[config.mk]
export PLATFORM = sky130hd
export DESIGN_NAME = conv_ctrl_stat
export DESIGN_NICKNAME = d
export VERILOG_FILES = /design/src/core/conv_regs_pkg.sv /design/src/core/conv_ctrl_stat.sv
export SDC_FILE = /design/constraint.sdc
export NUM_CORES = 1
export LEC_CHECK = 0
export ABC_AREA = 1
export BUFFER_PORTS_ARGS = -buffer_cell sky130_fd_sc_hd__buf_2
export CAP_MARGIN = 20
export CORE_MARGIN = 1
export CORE_UTILIZATION = 35
export CTS_CLUSTER_DIAMETER = 50
export CTS_CLUSTER_SIZE = 14
export DETAILED_ROUTE_END_ITERATION = 12
export GPL_ROUTABILITY_DRIVEN = 0
export HOLD_SLACK_MARGIN = 0.12
export PLACE_DENSITY = 0.55
export SLEW_MARGIN = 30
export SYNTH_ARGS = -nofsm -noshare
export SYNTH_HDL_FRONTEND = slang
export SYNTH_SLANG_ARGS = --single-unit
[constraint.sdc]
create_clock -name clk_i -period 4.57 [get_ports clk_i]
set_input_delay 0.914 -clock clk_i [delete_from_list [all_inputs] [get_ports clk_i]]
set_output_delay 0.914 -clock clk_i [all_outputs]
set_load 0.1 [all_outputs]
[src/core/conv_regs_pkg.sv]
// constants for the conversion control/status register bank
// assumes a 32-bit classic wishbone slave port and one 200 MHz clock
package conv_regs_pkg;
  // ==========================================================
  // register map (byte offsets)
  localparam logic [7:0] CTRL_OFS        = 8'h00;
  localparam logic [7:0] STAT_OFS        = 8'h04;
  localparam logic [15:0] CTRL_RESET     = 16'h0000;
  // ==========================================================
  // control fields
  localparam int C_ENABLE   = 0;
  localparam int C_CLKGATE  = 1;
  localparam int C_PCM_IE   = 2;
  localparam int C_WARN_IE  = 3;
  localparam int C_ERR_IE   = 4;
  localparam int C_OUT_DMA  = 5;
  localparam int C_IN_DMA   = 6;
  localparam int C_PCMO_DMA = 7;
  localparam int C_PCMI_DMA = 8;
  localparam int C_DELTA    = 9;
  localparam int C_LAW_LO   = 10;
  localparam int C_ATT_LO   = 12;
  localparam logic [15:0] CTRL_MASK = 16'h3FFF;
  // ==========================================================
  // status fields
  localparam int S_NEMPTY   = 0;
  localparam int S_NFULL    = 1;
  localparam int S_PCM      = 2;
  localparam int S_UNDER    = 3;
  localparam int S_OVER     = 4;
  localparam int S_INFREE   = 5;
  localparam int S_OUTVALID = 8;
  // ==========================================================
  // companding select codes
  localparam logic [1:0] LAW_LINEAR = 2'h0;
  localparam logic [1:0] LAW_ALAW   = 2'h1;
  localparam logic [1:0] LAW_ULAW   = 2'h2;
  localparam logic [15:0] ALAW_KEEP = 16'hFFF8;
  localparam logic [15:0] ULAW_KEEP = 16'hFFFC;
  // ==========================================================
  // fifo and timing
  localparam int FIFO_DEPTH     = 8;
  localparam int WARN_WORDS     = 3;
  localparam int CLK_HZ         = 200000000;
  localparam int CONV_CLK_HZ    = 2000000;
  localparam int CONV_DIV       = CLK_HZ / CONV_CLK_HZ;
endpackage

[src/core/conv_ctrl_stat.sv]
// conversion control/status register bank with fifo fill tracking
// assumes converter and dma events are one-cycle pulses on clk_i
//
// Local design decisions: the register addresses and the Wishbone interface to the registers.
`timescale 1ns/1ps
`default_nettype none
module conv_ctrl_stat
  import conv_regs_pkg::*;
#(
  parameter int DEPTH = FIFO_DEPTH
) (
  // clock, reset, enable
  input  wire logic        clk_i,
  input  wire logic        rst_i,
  input  wire logic        ce_i,
  // wishbone slave
  input  wire logic        cyc_i,
  input  wire logic        stb_i,
  input  wire logic        we_i,
  input  wire logic [7:0]  adr_i,
  input  wire logic [3:0]  sel_i,
  input  wire logic [31:0] dat_i,
  output logic      [31:0] dat_o,
  output logic             ack_o,
  // converter core events
  input  wire logic        freeze_i,
  input  wire logic        conv_in_pop_i,
  input  wire logic        conv_out_push_i,
  input  wire logic        conv_pcm_loaded_i,
  input  wire logic        conv_pcm_taken_i,
  // bus or dma side data accesses
  input  wire logic        in_fifo_write_i,
  input  wire logic        out_fifo_read_i,
  input  wire logic        pcm_out_read_i,
  input  wire logic        pcm_in_write_i,
  // pcm sample path
  input  wire logic [15:0] pcm_sample_i,
  output logic      [15:0] pcm_scaled_o,
  // converter controls
  output logic             iface_enable_o,
  output logic             conv_tick_o,
  output logic             in_pop_grant_o,
  output logic             out_push_grant_o,
  output logic             delta_conversion_select_o,
  output logic      [1:0]  companding_select_o,
  // interrupts and dma requests
  output logic             pcm_irq_o,
  output logic             warn_irq_o,
  output logic             err_irq_o,
  output logic             out_fifo_dma_req_o,
  output logic             in_fifo_dma_req_o,
  output logic             pcm_out_dma_req_o,
  output logic             pcm_in_dma_req_o
);

  // ==========================================================
  // free slot and valid word helpers
  function automatic logic [2:0] in_free(input logic [3:0] cnt);
    if (cnt >= 4'h7) begin
      in_free = 3'h0;
    end else if (cnt == 4'h0) begin
      in_free = 3'h7;
    end else begin
      in_free = 3'(4'h8 - cnt);
    end
  endfunction
  function automatic logic [2:0] out_valid(input logic [3:0] cnt);
    out_valid = (cnt >= 4'h7) ? 3'h7 : cnt[2:0];
  endfunction

  logic [15:0] conversion_control;
  logic [15:0] conversion_status;
  logic [3:0]  in_cnt;
  logic [3:0]  out_cnt;
  logic        in_fifo_nearly_empty;
  logic        out_fifo_nearly_full;
  logic        pcm_service_flag;
  logic        in_fifo_underrun;
  logic        out_fifo_overflow;
  logic        pcm_out_full;
  logic        pcm_in_empty;
  logic [6:0]  div_cnt;

  localparam logic [3:0] DEPTH_C = 4'(DEPTH);
  localparam logic [3:0] NE_LVL  = 4'(WARN_WORDS);
  localparam logic [3:0] NF_LVL  = 4'(DEPTH - WARN_WORDS);
  localparam logic [6:0] DIV_TOP = 7'(CONV_DIV - 1);

  wire logic enabled   = conversion_control[C_ENABLE];
  wire logic bus_req   = cyc_i && stb_i && !ack_o;
  wire logic ctrl_wr   = bus_req && we_i && adr_i == CTRL_OFS;
  wire logic stat_rd   = bus_req && !we_i && adr_i == STAT_OFS;
  wire logic pop_ev    = enabled && conv_in_pop_i && !freeze_i;
  wire logic push_ev   = enabled && conv_out_push_i && !freeze_i;
  wire logic loaded_ev = enabled && conv_pcm_loaded_i && !freeze_i;
  wire logic taken_ev  = enabled && conv_pcm_taken_i;
  wire logic wr_in_ev  = enabled && in_fifo_write_i && in_cnt != DEPTH_C;
  wire logic rd_out_ev = enabled && out_fifo_read_i && out_cnt != 4'h0;
  wire logic do_pop    = pop_ev && in_cnt != 4'h0;
  wire logic do_push   = push_ev && out_cnt != DEPTH_C;
  // sticky clear-on-read; freeze protects three of them
  wire logic rd_clr    = stat_rd;
  wire logic rd_clr_fz = stat_rd && !freeze_i;

  assign conversion_status = !enabled ? 16'h0000 : {5'h00, out_valid(out_cnt), in_free(in_cnt),
                              out_fifo_overflow, in_fifo_underrun, pcm_service_flag,
                              out_fifo_nearly_full, in_fifo_nearly_empty};

  // ==========================================================
  // control register
  // control write and reset
  always_ff @(posedge clk_i) begin
    if (rst_i) begin
      conversion_control <= CTRL_RESET;
    end else if (ce_i && ctrl_wr) begin
      if (sel_i[0]) begin
        conversion_control[7:0] <= dat_i[7:0];
      end
      if (sel_i[1]) begin
        conversion_control[15:8] <= dat_i[15:8] & CTRL_MASK[15:8];
      end
    end
  end

  // ==========================================================
  // wishbone answer, one cycle after request
  always_ff @(posedge clk_i) begin
    if (rst_i) begin
      ack_o <= 1'b0;
      dat_o <= 32'h0000_0000;
    end else if (ce_i) begin
      ack_o <= bus_req;
      if (bus_req && !we_i) begin
        case (adr_i)
          CTRL_OFS: dat_o <= {16'h0000, conversion_control};
          STAT_OFS: dat_o <= {16'h0000, conversion_status};
          default:  dat_o <= 32'h0000_0000;
        endcase
      end
    end
  end

  // ==========================================================
  // fifo fill tracking
  // eight-word bounds
  always_ff @(posedge clk_i) begin
    if (rst_i || (ce_i && !enabled)) begin
      in_cnt  <= 4'h0;
      out_cnt <= 4'h0;
    end else if (ce_i) begin
      in_cnt  <= 4'(in_cnt + {3'h0, wr_in_ev} - {3'h0, do_pop});
      out_cnt <= 4'(out_cnt + {3'h0, do_push} - {3'h0, rd_out_ev});
    end
  end

  // ==========================================================
  // pcm buffer state
  always_ff @(posedge clk_i) begin
    if (rst_i || (ce_i && !enabled)) begin
      pcm_out_full <= 1'b0;
      pcm_in_empty <= 1'b0;
    end else if (ce_i) begin
      if (loaded_ev) begin
        pcm_out_full <= 1'b1;
      end else if (pcm_out_read_i) begin
        pcm_out_full <= 1'b0;
      end
      if (taken_ev) begin
        pcm_in_empty <= 1'b1;
      end else if (pcm_in_write_i) begin
        pcm_in_empty <= 1'b0;
      end
    end
  end

  // ==========================================================
  // sticky status flags, set beats clear
  // disable forces status reset
  always_ff @(posedge clk_i) begin
    if (rst_i || (ce_i && !enabled)) begin
      in_fifo_nearly_empty <= 1'b0;
      out_fifo_nearly_full <= 1'b0;
      pcm_service_flag     <= 1'b0;
      in_fifo_underrun     <= 1'b0;
      out_fifo_overflow    <= 1'b0;
    end else if (ce_i) begin
      if (do_pop && !wr_in_ev && in_cnt == NE_LVL + 4'h1) begin
        in_fifo_nearly_empty <= 1'b1;
      end else if (rd_clr) begin
        in_fifo_nearly_empty <= 1'b0;
      end
      if (do_push && !rd_out_ev && out_cnt == NF_LVL - 4'h1) begin
        out_fifo_nearly_full <= 1'b1;
      end else if (rd_clr) begin
        out_fifo_nearly_full <= 1'b0;
      end
      if (loaded_ev || taken_ev) begin
        pcm_service_flag <= 1'b1;
      end else if (rd_clr_fz) begin
        pcm_service_flag <= 1'b0;
      end
      if (pop_ev && in_cnt == 4'h0) begin
        in_fifo_underrun <= 1'b1;
      end else if (rd_clr_fz) begin
        in_fifo_underrun <= 1'b0;
      end
      if (push_ev && out_cnt == DEPTH_C) begin
        out_fifo_overflow <= 1'b1;
      end else if (rd_clr_fz) begin
        out_fifo_overflow <= 1'b0;
      end
    end
  end

  // ==========================================================
  // interrupt and dma requests, registered
  always_ff @(posedge clk_i) begin
    if (rst_i) begin
      pcm_irq_o          <= 1'b0;
      warn_irq_o         <= 1'b0;
      err_irq_o          <= 1'b0;
      out_fifo_dma_req_o <= 1'b0;
      in_fifo_dma_req_o  <= 1'b0;
      pcm_out_dma_req_o  <= 1'b0;
      pcm_in_dma_req_o   <= 1'b0;
    end else if (ce_i) begin
      pcm_irq_o <= pcm_service_flag && conversion_control[C_PCM_IE];
      warn_irq_o <= (in_fifo_nearly_empty || out_fifo_nearly_full)
                    && conversion_control[C_WARN_IE];
      err_irq_o <= (in_fifo_underrun || out_fifo_overflow)
                   && conversion_control[C_ERR_IE];
      out_fifo_dma_req_o <= out_fifo_nearly_full && conversion_control[C_OUT_DMA];
      in_fifo_dma_req_o <= in_fifo_nearly_empty && conversion_control[C_IN_DMA];
      pcm_out_dma_req_o <= pcm_out_full && conversion_control[C_PCMO_DMA];
      pcm_in_dma_req_o <= pcm_in_empty && conversion_control[C_PCMI_DMA];
    end
  end

  // ==========================================================
  // converter controls and 2 MHz tick
  always_ff @(posedge clk_i) begin
    if (rst_i) begin
      div_cnt     <= 7'h00;
      conv_tick_o <= 1'b0;
    end else if (ce_i) begin
      if (conversion_control[C_CLKGATE]) begin
        div_cnt     <= (div_cnt == DIV_TOP) ? 7'h00 : 7'(div_cnt + 7'h01);
        conv_tick_o <= div_cnt == DIV_TOP;
      end else begin
        div_cnt     <= 7'h00;
        conv_tick_o <= 1'b0;
      end
    end
  end

  always_ff @(posedge clk_i) begin
    if (rst_i) begin
      iface_enable_o            <= 1'b0;
      in_pop_grant_o            <= 1'b0;
      out_push_grant_o          <= 1'b0;
      delta_conversion_select_o <= 1'b0;
      companding_select_o       <= LAW_LINEAR;
    end else if (ce_i) begin
      iface_enable_o            <= enabled;
      in_pop_grant_o            <= do_pop;
      out_push_grant_o          <= do_push;
      delta_conversion_select_o <= conversion_control[C_DELTA];
      companding_select_o       <= conversion_control[C_LAW_LO +: 2];
    end
  end

  // ==========================================================
  // pcm attenuation path
  logic [15:0] stuffed;
  always_comb begin
    case (conversion_control[C_LAW_LO +: 2])
      LAW_ALAW: stuffed = pcm_sample_i & ALAW_KEEP;
      LAW_ULAW: stuffed = pcm_sample_i & ULAW_KEEP;
      default:  stuffed = pcm_sample_i;
    endcase
  end

  always_ff @(posedge clk_i) begin
    if (rst_i) begin
      pcm_scaled_o <= 16'h0000;
    end else if (ce_i) begin
      pcm_scaled_o <= 16'($signed(stuffed) >>> conversion_control[C_ATT_LO +: 2]);
    end
  end
endmodule
`default_nettype wire

Yosys cells after proc, flatten, opt, wreduce, memory -nomap -nowiden

Cells that the tools add are included.

Flip-flop bits (word level): 99
Bits in writable memories: 0
Memories: 0
Bits in latches: 0
Memory bits (read-only): 0
Logic and storage cells: 132

Add/subtract/negate cells: 6
Magnitude comparators: 2
Equality and inequality tests: 9
Multipliers: 0
Shifts and indexed selects: 1
Bitwise logic cells: 0
Reductions and logical operators: 66
Div/mod/pow operators: 0
Multiplexer cells: 20

Operators by type and width:

| cell                | count |
|---|---|
| $logic_and 1x1->1   | 35 |
| $pmux 14 s2         | 1 |
| $reduce_and 2->1    | 10 |
| $sshr 16x2->16      | 1 |
| $mux 7              | 2 |
| $reduce_bool 2->1   | 7 |
| $mux 1              | 12 |
| $mux 11             | 1 |
| $mux 3              | 3 |
| $add 4x1->4         | 2 |
| $eq 4x3->1 const B  | 2 |
| $eq 8x3->1 const B  | 1 |
| $ge 4x3->1 const B  | 2 |
| $logic_not 8->1     | 1 |
| $ne 4x4->1 const B  | 2 |
| $reduce_bool 4->1   | 2 |
| $sub 4x1->4         | 2 |
| $add 7x1->7 const B | 1 |
| $eq 7x7->1 const B  | 1 |
| $logic_not 1->1     | 6 |
| $pmux 3 s2          | 1 |
| $eq 4x4->1 const B  | 1 |
| $logic_not 4->1     | 1 |
| $logic_or 1x1->1    | 4 |
| other kinds (3)     | 3 |

Depth between registers and ports, before layout

Gate-level depths: netlist (run 1).

Depth after elaboration: 7
Mapped depth: 15

Worst setup path before layout (run 1)

Ideal clock, no wire load.

Path type: input port to flip-flop
Start point: in freeze_i
End point: reg in_cnt[1]
Path buffers: 0
Path slack: 1.957 ns
Cell stages on the path: 10
Arrival: 2.543 ns
Library setup time: 0.070 ns
Path through: nor2_1 nand2_1 nor2_1 ha_1 inv_1 ha_1 inv_1 fa_1 or2_2 a21oi_1

Word-level cells in the longest chain between the ends: 4

Ends and longest elaborated chain:

| item                   | RTL line              | text |
|---|---|---|
| start: declaration     | conv_ctrl_stat.sv:26  | `input wire logic freeze_i,` |
| $logic_not 1->1        | conv_ctrl_stat.sv:93  | `wire logic pop_ev = enabled && conv_in_pop_i && !freeze_i;` |
| $logic_and 1x1->1      | conv_ctrl_stat.sv:93  |  |
| $logic_and 1x1->1      | conv_ctrl_stat.sv:99  | `wire logic do_pop = pop_ev && in_cnt != 4'h0;` |
| via do_pop             | conv_ctrl_stat.sv:99  |  |
| $sub 4x1->4            | conv_ctrl_stat.sv:151 | `in_cnt <= 4'(in_cnt + {3'h0, wr_in_ev} - {3'h0, do_pop});` |
| end signal: assignment | conv_ctrl_stat.sv:151 |  |
| end: declaration       | conv_ctrl_stat.sv:73  | `logic [3:0] in_cnt;` |

The timed path passes the listed nets, and every way through them passes these cells.
A chain may end at the register's enable or synchronous reset.

Final worst setup path (run 1)

Start point: reg conversion_control[0]
End point: reg in_cnt[1]

Word-level cells in the longest chain between the ends: 4
Elaborated cells on any way between the ends: 10
Classes of those cells: 2 x add/sub; 8 x reduce/logical

Ends and longest elaborated chain:

| item                            | RTL line              | text |
|---|---|---|
| start: declaration              | conv_ctrl_stat.sv:71  | `logic [15:0] conversion_control;` |
| start signal: assignment        | conv_ctrl_stat.sv:117 | `conversion_control[7:0] <= dat_i[7:0];` |
| $logic_and 1x1->1 (2 in series) | conv_ctrl_stat.sv:93  |  |
| $logic_and 1x1->1               | conv_ctrl_stat.sv:99  |  |
| via do_pop                      | conv_ctrl_stat.sv:99  |  |
| $sub 4x1->4                     | conv_ctrl_stat.sv:151 |  |

The timed path passes the listed nets, and every way through them passes these cells.

==> out/results.ini, run 1 <==
[setup_path]
cpMostUsedCell = inv_1
reg2regPathDepth = 11
worstPathMaxFanout = 8
crit_path_end_kind = flop
cp_cell_sequence = inv_1 > nor2_1 > nand2_1 > nor2_1 > ha_1 > inv_1 > ha_1 > inv_1 > fa_1 > or2_2 > a21oi_1
cp.buffers_inverters = 3
required_ps = 4840
criticalPathCategory = reg2reg
r2r-start = conversion_control[0]$_SDFFE_PP0P_
critPathLaunchType = flop
r2r-end = in_cnt[1]$_SDFFE_PP0P_
r2r_setup_slack_ps = 2000
cp_top_family = adder cells
cp_slowest_cell = dfxtp_1
cpPeakStageDelay_ps = 560
cp.arrival_ps = 2840

[synth]
ys_seq_elements = 81
synth_cell_types = 33
ys_warn_count = 0
synth_area_um2 = 4424
avgSynthCellArea_um2 = 6.755
syn-instance-count = 655
seq_area_frac_synth_pct = 36.65

[power_and_ir_drop]
irDropWorstVdd_uv = 178.9
p_per_area_nw_per_um2 = 361.2
p_leak_nw = 2.595

[global_routing]
grtUsageTotal_pct = 18.39
overflow = 0
grt_pass1_vias = 3940
antenna_found_initial = 0
grt_start_max_net_pins = 50
grt_pass1_wl_mm = 18.86

[timing]
setup_tns_ps = 0
fmax_ghz = 0.3891
final_hold_viol_count = 0
setup_viol = 0
fin_crit_ps = 2570
rsz0062_at_grt = no
fin_worst_skew_ps = 5.084
fin_ws_ps = 2000
max-slew-margin-rel_pct = 41.45
slew_violations = 0
timing.final.crit_share_pct = 56.24
worst_slew_pin_slew_ps = 877.2

[finish]
final_cell_mix = nand2_1, buf_2, inv_1, nor2_1, dfxtp_1
final_cell_area_um2 = 5295
areaGrowthSynthToFinish_pct = 19.68
n_antenna_cell = 0
drive_above_1_share_pct = 17.29
fin_nets = 837
final_common_cell = nand2_1

[clock_tree]
ctsResizeCount = 0
clkSlewWorstSetupHoldPaths_ps = 60
cts_buffer_depth = 2
postCtsSetupBuffers = 0
h-tree-depth = 3
cts_tree = yes
holdBufCountCts = 0
clock-root-buffer = clkbuf_16
cts-buffers-inserted = 9
insertion_delay_ps = 340
cts.sinks = 81

[route]
wire_per_inst_um = 12.51
ant_nets = 0
vias = 4208
drtIter0Drc = 172
drt_wl_total_mm = 11.43
drcViolationCount = 0
first_pass_iters = 4
vias_per_cell = 4.604

[placed_design]
dpl_worst_slack_ps = 1684
placed_cell_area_um2 = 4942
io_buffers = 99
hpwl_mm = 8.404

[hold_path]
hp-start = out_fifo_dma_req_o$_SDFFE_PP0P_
hold_class = reg2reg
min_delay_worst_endpoint = out_fifo_dma_req_o$_SDFFE_PP0P_
whs_path_depth = 2

[floorplanning]
coreArea_um2 = 12160
row_count = 40
initial_core_util_pct = 36.38
die_w_um = 114.4
dieArea_um2 = 13090
die_h_um = 114.4
pin_count = 138

[status]
status = complete, no violations

[flow_run]
maxCapViolCount = 0

==> where the power goes <==
part           internal [W]  total (W)  switching [W]
Combinational     0.0000565   0.000323       0.000267
Clock              0.000551   0.000856       0.000305
Sequential         0.000724   0.000733     0.00000940
Total               0.00133    0.00191       0.000582
==> registers in the layout, indices dropped and copies added, names as in the netlist, 2 cells and up <==
register	count
div_cnt	7
companding_select_o	2
in_cnt	4
out_cnt	4
conversion_control	14
dat_o	14
pcm_scaled_o	16
==> area by class of cell <==
class                   count  area, µm²
clock buffers              10      239.0
repair buffers            103      525.5
clock inverters             6      113.9
inverters                  94      352.8
flip-flops and latches     81       1622
fillers                  1333       6867
well taps                 168      210.2
multi-input cells         452       2232
==> per-layer routing <==
metal / up-vias / track usage, % / part of all wire [%]
li1: 2190 / - / -
met1: 1904 / 24.17 / 47
met2: 102 / 30.06 / 45
met3: 12 / 3.970 / 6.5
met4: 0 / 5.714 / 1.1
met5: - / 0 / 0
==> worst max-delay path by stage <==
stage | start | endpoint | slack (ps) | cells past startpoint
finish | conversion_control[0]$_SDFFE_PP0P_ | in_cnt[1]$_SDFFE_PP0P_ | 2000 | 11
global route | conversion_control[0]$_SDFFE_PP0P_ | in_cnt[1]$_SDFFE_PP0P_ | 1820 | 11
CTS | conversion_control[0]$_SDFFE_PP0P_ | in_cnt[1]$_SDFFE_PP0P_ | 2010 | 11
detailed placement | freeze_i | in_cnt[1]$_SDFFE_PP0P_ | 1680 | 11
global placement | freeze_i | in_cnt[1]$_SDFFE_PP0P_ | 1710 | 11
floorplan | freeze_i | in_cnt[1]$_SDFFE_PP0P_ | 1960 | 10
==> cells in the mapped netlist (all sizes together) <==
master	count	share of area, %
o21a	1	0.17
mux2i	1	0.23
clkinv	1	0.085
fa	2	0.91
o211a	2	0.45
o21ai	38	4.3
xor2	6	1.2
buf	39	5.9
ha	19	5.4
or2	3	0.42
o211ai	3	0.51
nand4	21	3.3
nor2	95	8.7
inv	93	7.9
conb	1	0.085
a211oi	1	0.17
dfxtp	81	37
clkbuf	6	0.51
xnor2	2	0.40
nand3	30	3.8
a31oi	1	0.14
a21oi	39	4.4
nand2	170	14
==> tightest hold or removal path: stages (launching register included) <==
cell	delay, ps
dfxtp_1	310
nand2_1	60
a21oi_1	50
==> kinds of logic after synthesis <==
kind of cell / share of synthesized area, %
buf+inv: 14.42
simple gates: 30.60
xor+xnor: 1.584
fa+ha+maj: 6.278
compound gates: 10.15
other cells: 0.08476
flops: 36.65
mux: 0.2263
==> per-stage QoR <==
stage | std cells | hold slack [ps] | utilization [%] | power, W
global route | 914 | 481.0 | 43.54 | 0.001989
global placement | 898 | 453.6 | 40.61 | 0.001071
detailed placement | 898 | 456.8 | 40.64 | 0.001073
floorplan | 672 | 439.3 | - | 0.001020
finish | 914 | 464.0 | 43.54 | 0.001913
CTS | 914 | 465.9 | 43.54 | 0.001934
No activity file was read; power rests on OpenSTA's default activity.
==> run 2: changes to the inputs <==
--- a/config.mk
+++ b/config.mk
@@ -5,7 +5,7 @@
 export SDC_FILE = /design/constraint.sdc
 export NUM_CORES = 1
 export LEC_CHECK = 0
-export ABC_AREA = 1
+export ABC_AREA = 0
 export BUFFER_PORTS_ARGS = -buffer_cell sky130_fd_sc_hd__buf_2
 export CAP_MARGIN = 20
 export CORE_MARGIN = 1
@@ -15,7 +15,7 @@
 export DETAILED_ROUTE_END_ITERATION = 12
 export GPL_ROUTABILITY_DRIVEN = 0
 export HOLD_SLACK_MARGIN = 0.12
-export PLACE_DENSITY = 0.55
+export PLACE_DENSITY = 0.56
 export SLEW_MARGIN = 30
 export SYNTH_ARGS = -nofsm -noshare
 export SYNTH_HDL_FRONTEND = slang
==> constraint.sdc (replaced) <==
create_clock -name clk_i -period 2.38 [get_ports clk_i]
set_input_delay 0.476 -clock clk_i [delete_from_list [all_inputs] [get_ports clk_i]]
set_output_delay 0.476 -clock clk_i [all_outputs]
set_load 0.1 [all_outputs]
==> run 2 against run 1 <==
Compared with the run above: clock skew grew 0.59 ps; via count shrank 19%; critical path depth shrank 1; total power grew 91%; area after synthesis shrank 7.8%; non-clock buffer count grew 18; maximum frequency grew 13%.
==> out/results.ini, run 2 <==
[finish]
areaGrowthSynthToFinish_pct = 27.20
drive_above_1_share_pct = 28.07  ; +11 points
top_register = pcm_scaled_o
largest_reg_flops = 16  ; unchanged
final_cell_mix = buf_2, dfxtp_1, nor2_1, mux2i_1, a21oi_1
fin_nets = 661  ; -21%
final_common_cell = buf_2
postLayoutCoreUtil_pct = 45.65  ; +2.1 points
top_regs = pcm_scaled_o (16), conversion_control (14), dat_o (14)
n_antenna_cell = 0  ; unchanged

[timing]
fmax_ghz = 0.4407  ; +13%
setup_viol = 0  ; unchanged
whs_ps = 385.1  ; -78.92 ps
final_hold_viol_count = 0  ; unchanged
max-slew-margin-rel_pct = 43.17  ; +1.7 points
slew_violations = 0  ; unchanged
timing.final.crit_share_pct = 95.34  ; +39 points
fin_crit_ps = 2269  ; -300.9 ps
worst_slew_pin_slew_ps = 851.2  ; -26.00 ps
fin_worst_skew_ps = 5.675  ; +0.5918 ps

[synth]
synth-simple-area-share_pct = 18.71  ; -12 points
synth_common_cells = dfxtp_1, nor2_1, mux2i_1, a21oi_1, nand2_1
synth_top_area_cell = dfxtp_1
synth_top_family_by_area = simple AND/OR/NAND/NOR gates
synth_area_leaders = dfxtp_1, mux2i_1, nor2_1
ys_warn_count = 0  ; unchanged
synth_cell_types = 39  ; +18%
synth_compound_area_share_pct = 10.67  ; +0.52 points
post-synth-top-count-cell = dfxtp_1
syn-instance-count = 460  ; -30%
synth_top_flop_cell = dfxtp_1
async_flop_share_pct = 0  ; unchanged
avgSynthCellArea_um2 = 8.870  ; +31%
synth.area.mux_share_pct = 14.47  ; +14 points
seq_area_frac_synth_pct = 39.74  ; +3.1 points
synth_edf_count = 0  ; unchanged
ys_seq_elements = 81  ; unchanged
synth_top_area_share_pct = 39.74  ; +3.1 points
synth_area_um2 = 4080  ; -7.8%
synth_xor_area_share_pct = 2.147  ; +0.56 points
synth_fa_ha_area_share_pct = 6.808  ; +0.53 points

[setup_path]
cp.arrival_ps = 2490  ; -350 ps
worstPathMaxFanout = 3  ; -5
criticalPathCategory = reg2reg
required_ps = 2600  ; -2240 ps
critPathLaunchType = flop
crit_path_end_kind = flop

[clock_tree]
holdBufCountCts = 0  ; unchanged
clkSlewWorstSetupHoldPaths_ps = 60  ; about the same
cts_tree = yes
cts_buffer_depth = 2  ; unchanged
cts.sinks = 81  ; unchanged
clock-root-buffer = clkbuf_16
h-tree-depth = 3  ; unchanged
insertion_delay_ps = 330  ; about the same
cts-buffers-inserted = 9  ; unchanged

[power_and_ir_drop]
irDropWorstVdd_uv = 283.1  ; +58%
p_leak_nw = 2.189  ; -16%
total_power_w = 0.003652  ; +91%
p_per_area_nw_per_um2 = 703.7  ; +95%

[route]
ant_nets = 0  ; unchanged
drtIter0Drc = 148  ; -14%
vias_per_cell = 4.809  ; +4.5%
drcViolationCount = 0  ; unchanged
drt_wl_total_mm = 10.27  ; -10%
wire_per_inst_um = 14.40  ; +15%
vias = 3429  ; -19%
first_pass_iters = 4  ; unchanged

[placed_design]
io_buffers = 99  ; unchanged
hpwl_mm = 7.405  ; -12%

[hold_path]
hold_class = in2reg

[floorplanning]
initial_core_util_pct = 35.89  ; -0.49 points
coreArea_um2 = 11370  ; -6.5%
row_count = 39  ; -2.5%
pin_count = 138  ; unchanged
die_h_um = 110.0  ; -3.9%
die_w_um = 110.0  ; -3.9%
dieArea_um2 = 12090  ; -7.6%

[flow_run]
maxCapViolCount = 0  ; unchanged

[status]
status = complete, no violations

[global_routing]
grtUsageTotal_pct = 17.28  ; -1.1 points
antenna_found_initial = 0  ; unchanged
grt_pass1_wl_mm = 15.86  ; -16%
overflow = 0  ; unchanged
grt_start_max_net_pins = 71  ; +42%
grt_pass1_vias = 3223  ; -18%

-- run 2: what timing repair did --
item                       4_1_cts  5_1_grt
gates resized for setup          3       18
setup endpoints to repair        3        4
buffers inserted                 0        0
pin swaps                        0        7
-- run 2: area by class of cell --
type                    instances  area (µm²)
clock buffers                   9       225.2
clock inverters                 7       142.6
fillers                      1139        6180
inverters                      17       63.81
multi-input cells             335        2293
flip-flops and latches         81        1625
well taps                     143       178.9
repair buffers                121       660.6
-- run 2: critical path, cell delays in order, from the launching register on --
cell	delay [ps]
dfxtp_2	340
inv_2	70
ha_1	160
or3b_4	380
nand3_2	90
ha_1	230
inv_1	60
ha_2	180
fa_2	430
mux2i_1	160
nor2_1	50
-- run 2: metrics by stage --
| step | setup TNS [ps] | cell area, µm² | instances | setup WS [ps] |
|---|---|---|---|---|
| final | 0 | 5190 | 713 | 110.8 |
| after CTS | 0 | 5124 | 713 | 19.27 |
| after floorplan | 0 | 4144 | 477 | 131.8 |
| after global routing | -16.51 | 5190 | 713 | -16.51 |
| after detailed placement | -87.40 | 4747 | 697 | -33.46 |
| after global placement | 0 | 4747 | 697 | 1.449 |
-- run 2: worst paths after layout --
check                                from                                   to  slack, ps  depth (start not counted)
setup / recovery  out_cnt[2]$_SDFFE_PP0P_              out_cnt[1]$_SDFFE_PP0P_        110                         10
setup reg to reg  out_cnt[2]$_SDFFE_PP0P_              out_cnt[1]$_SDFFE_PP0P_        110                         10
hold / removal                  dat_i[13]  conversion_control[13]$_SDFFE_PP0P_        390                          3
hold reg to reg    dat_o[11]$_SDFFE_PP0P_               dat_o[11]$_SDFFE_PP0P_        450                          2
-- run 2: cell families after synthesis --
kind of cell	after synthesis
other	1
xor gates and xnor gates	10
muxes	59
and+or+nand+nor	155
adders and majority gates	21
AOI/OAI and AO/OA	72
buffers and inverters	61
DFF	81
-- run 2: routing by layer --
metal / up-vias / track usage (%) / routed length (µm)
met2: 64 / 27.54 / 4828
met5: - / 0 / 0
met1: 1606 / 23.20 / 4880
met3: 11 / 3.292 / 403
li1: 1748 / - / -
met4: 0 / 6.190 / 153
-- run 2: power by group --
part | switching, W | total (W) | internal [W] | leakage (nW)
sequential | 0.0000148 | 0.00140 | 0.00138 | 0.658
clock | 0.000569 | 0.00170 | 0.00113 | 0.180
combinational | 0.000431 | 0.000552 | 0.000121 | 1.35
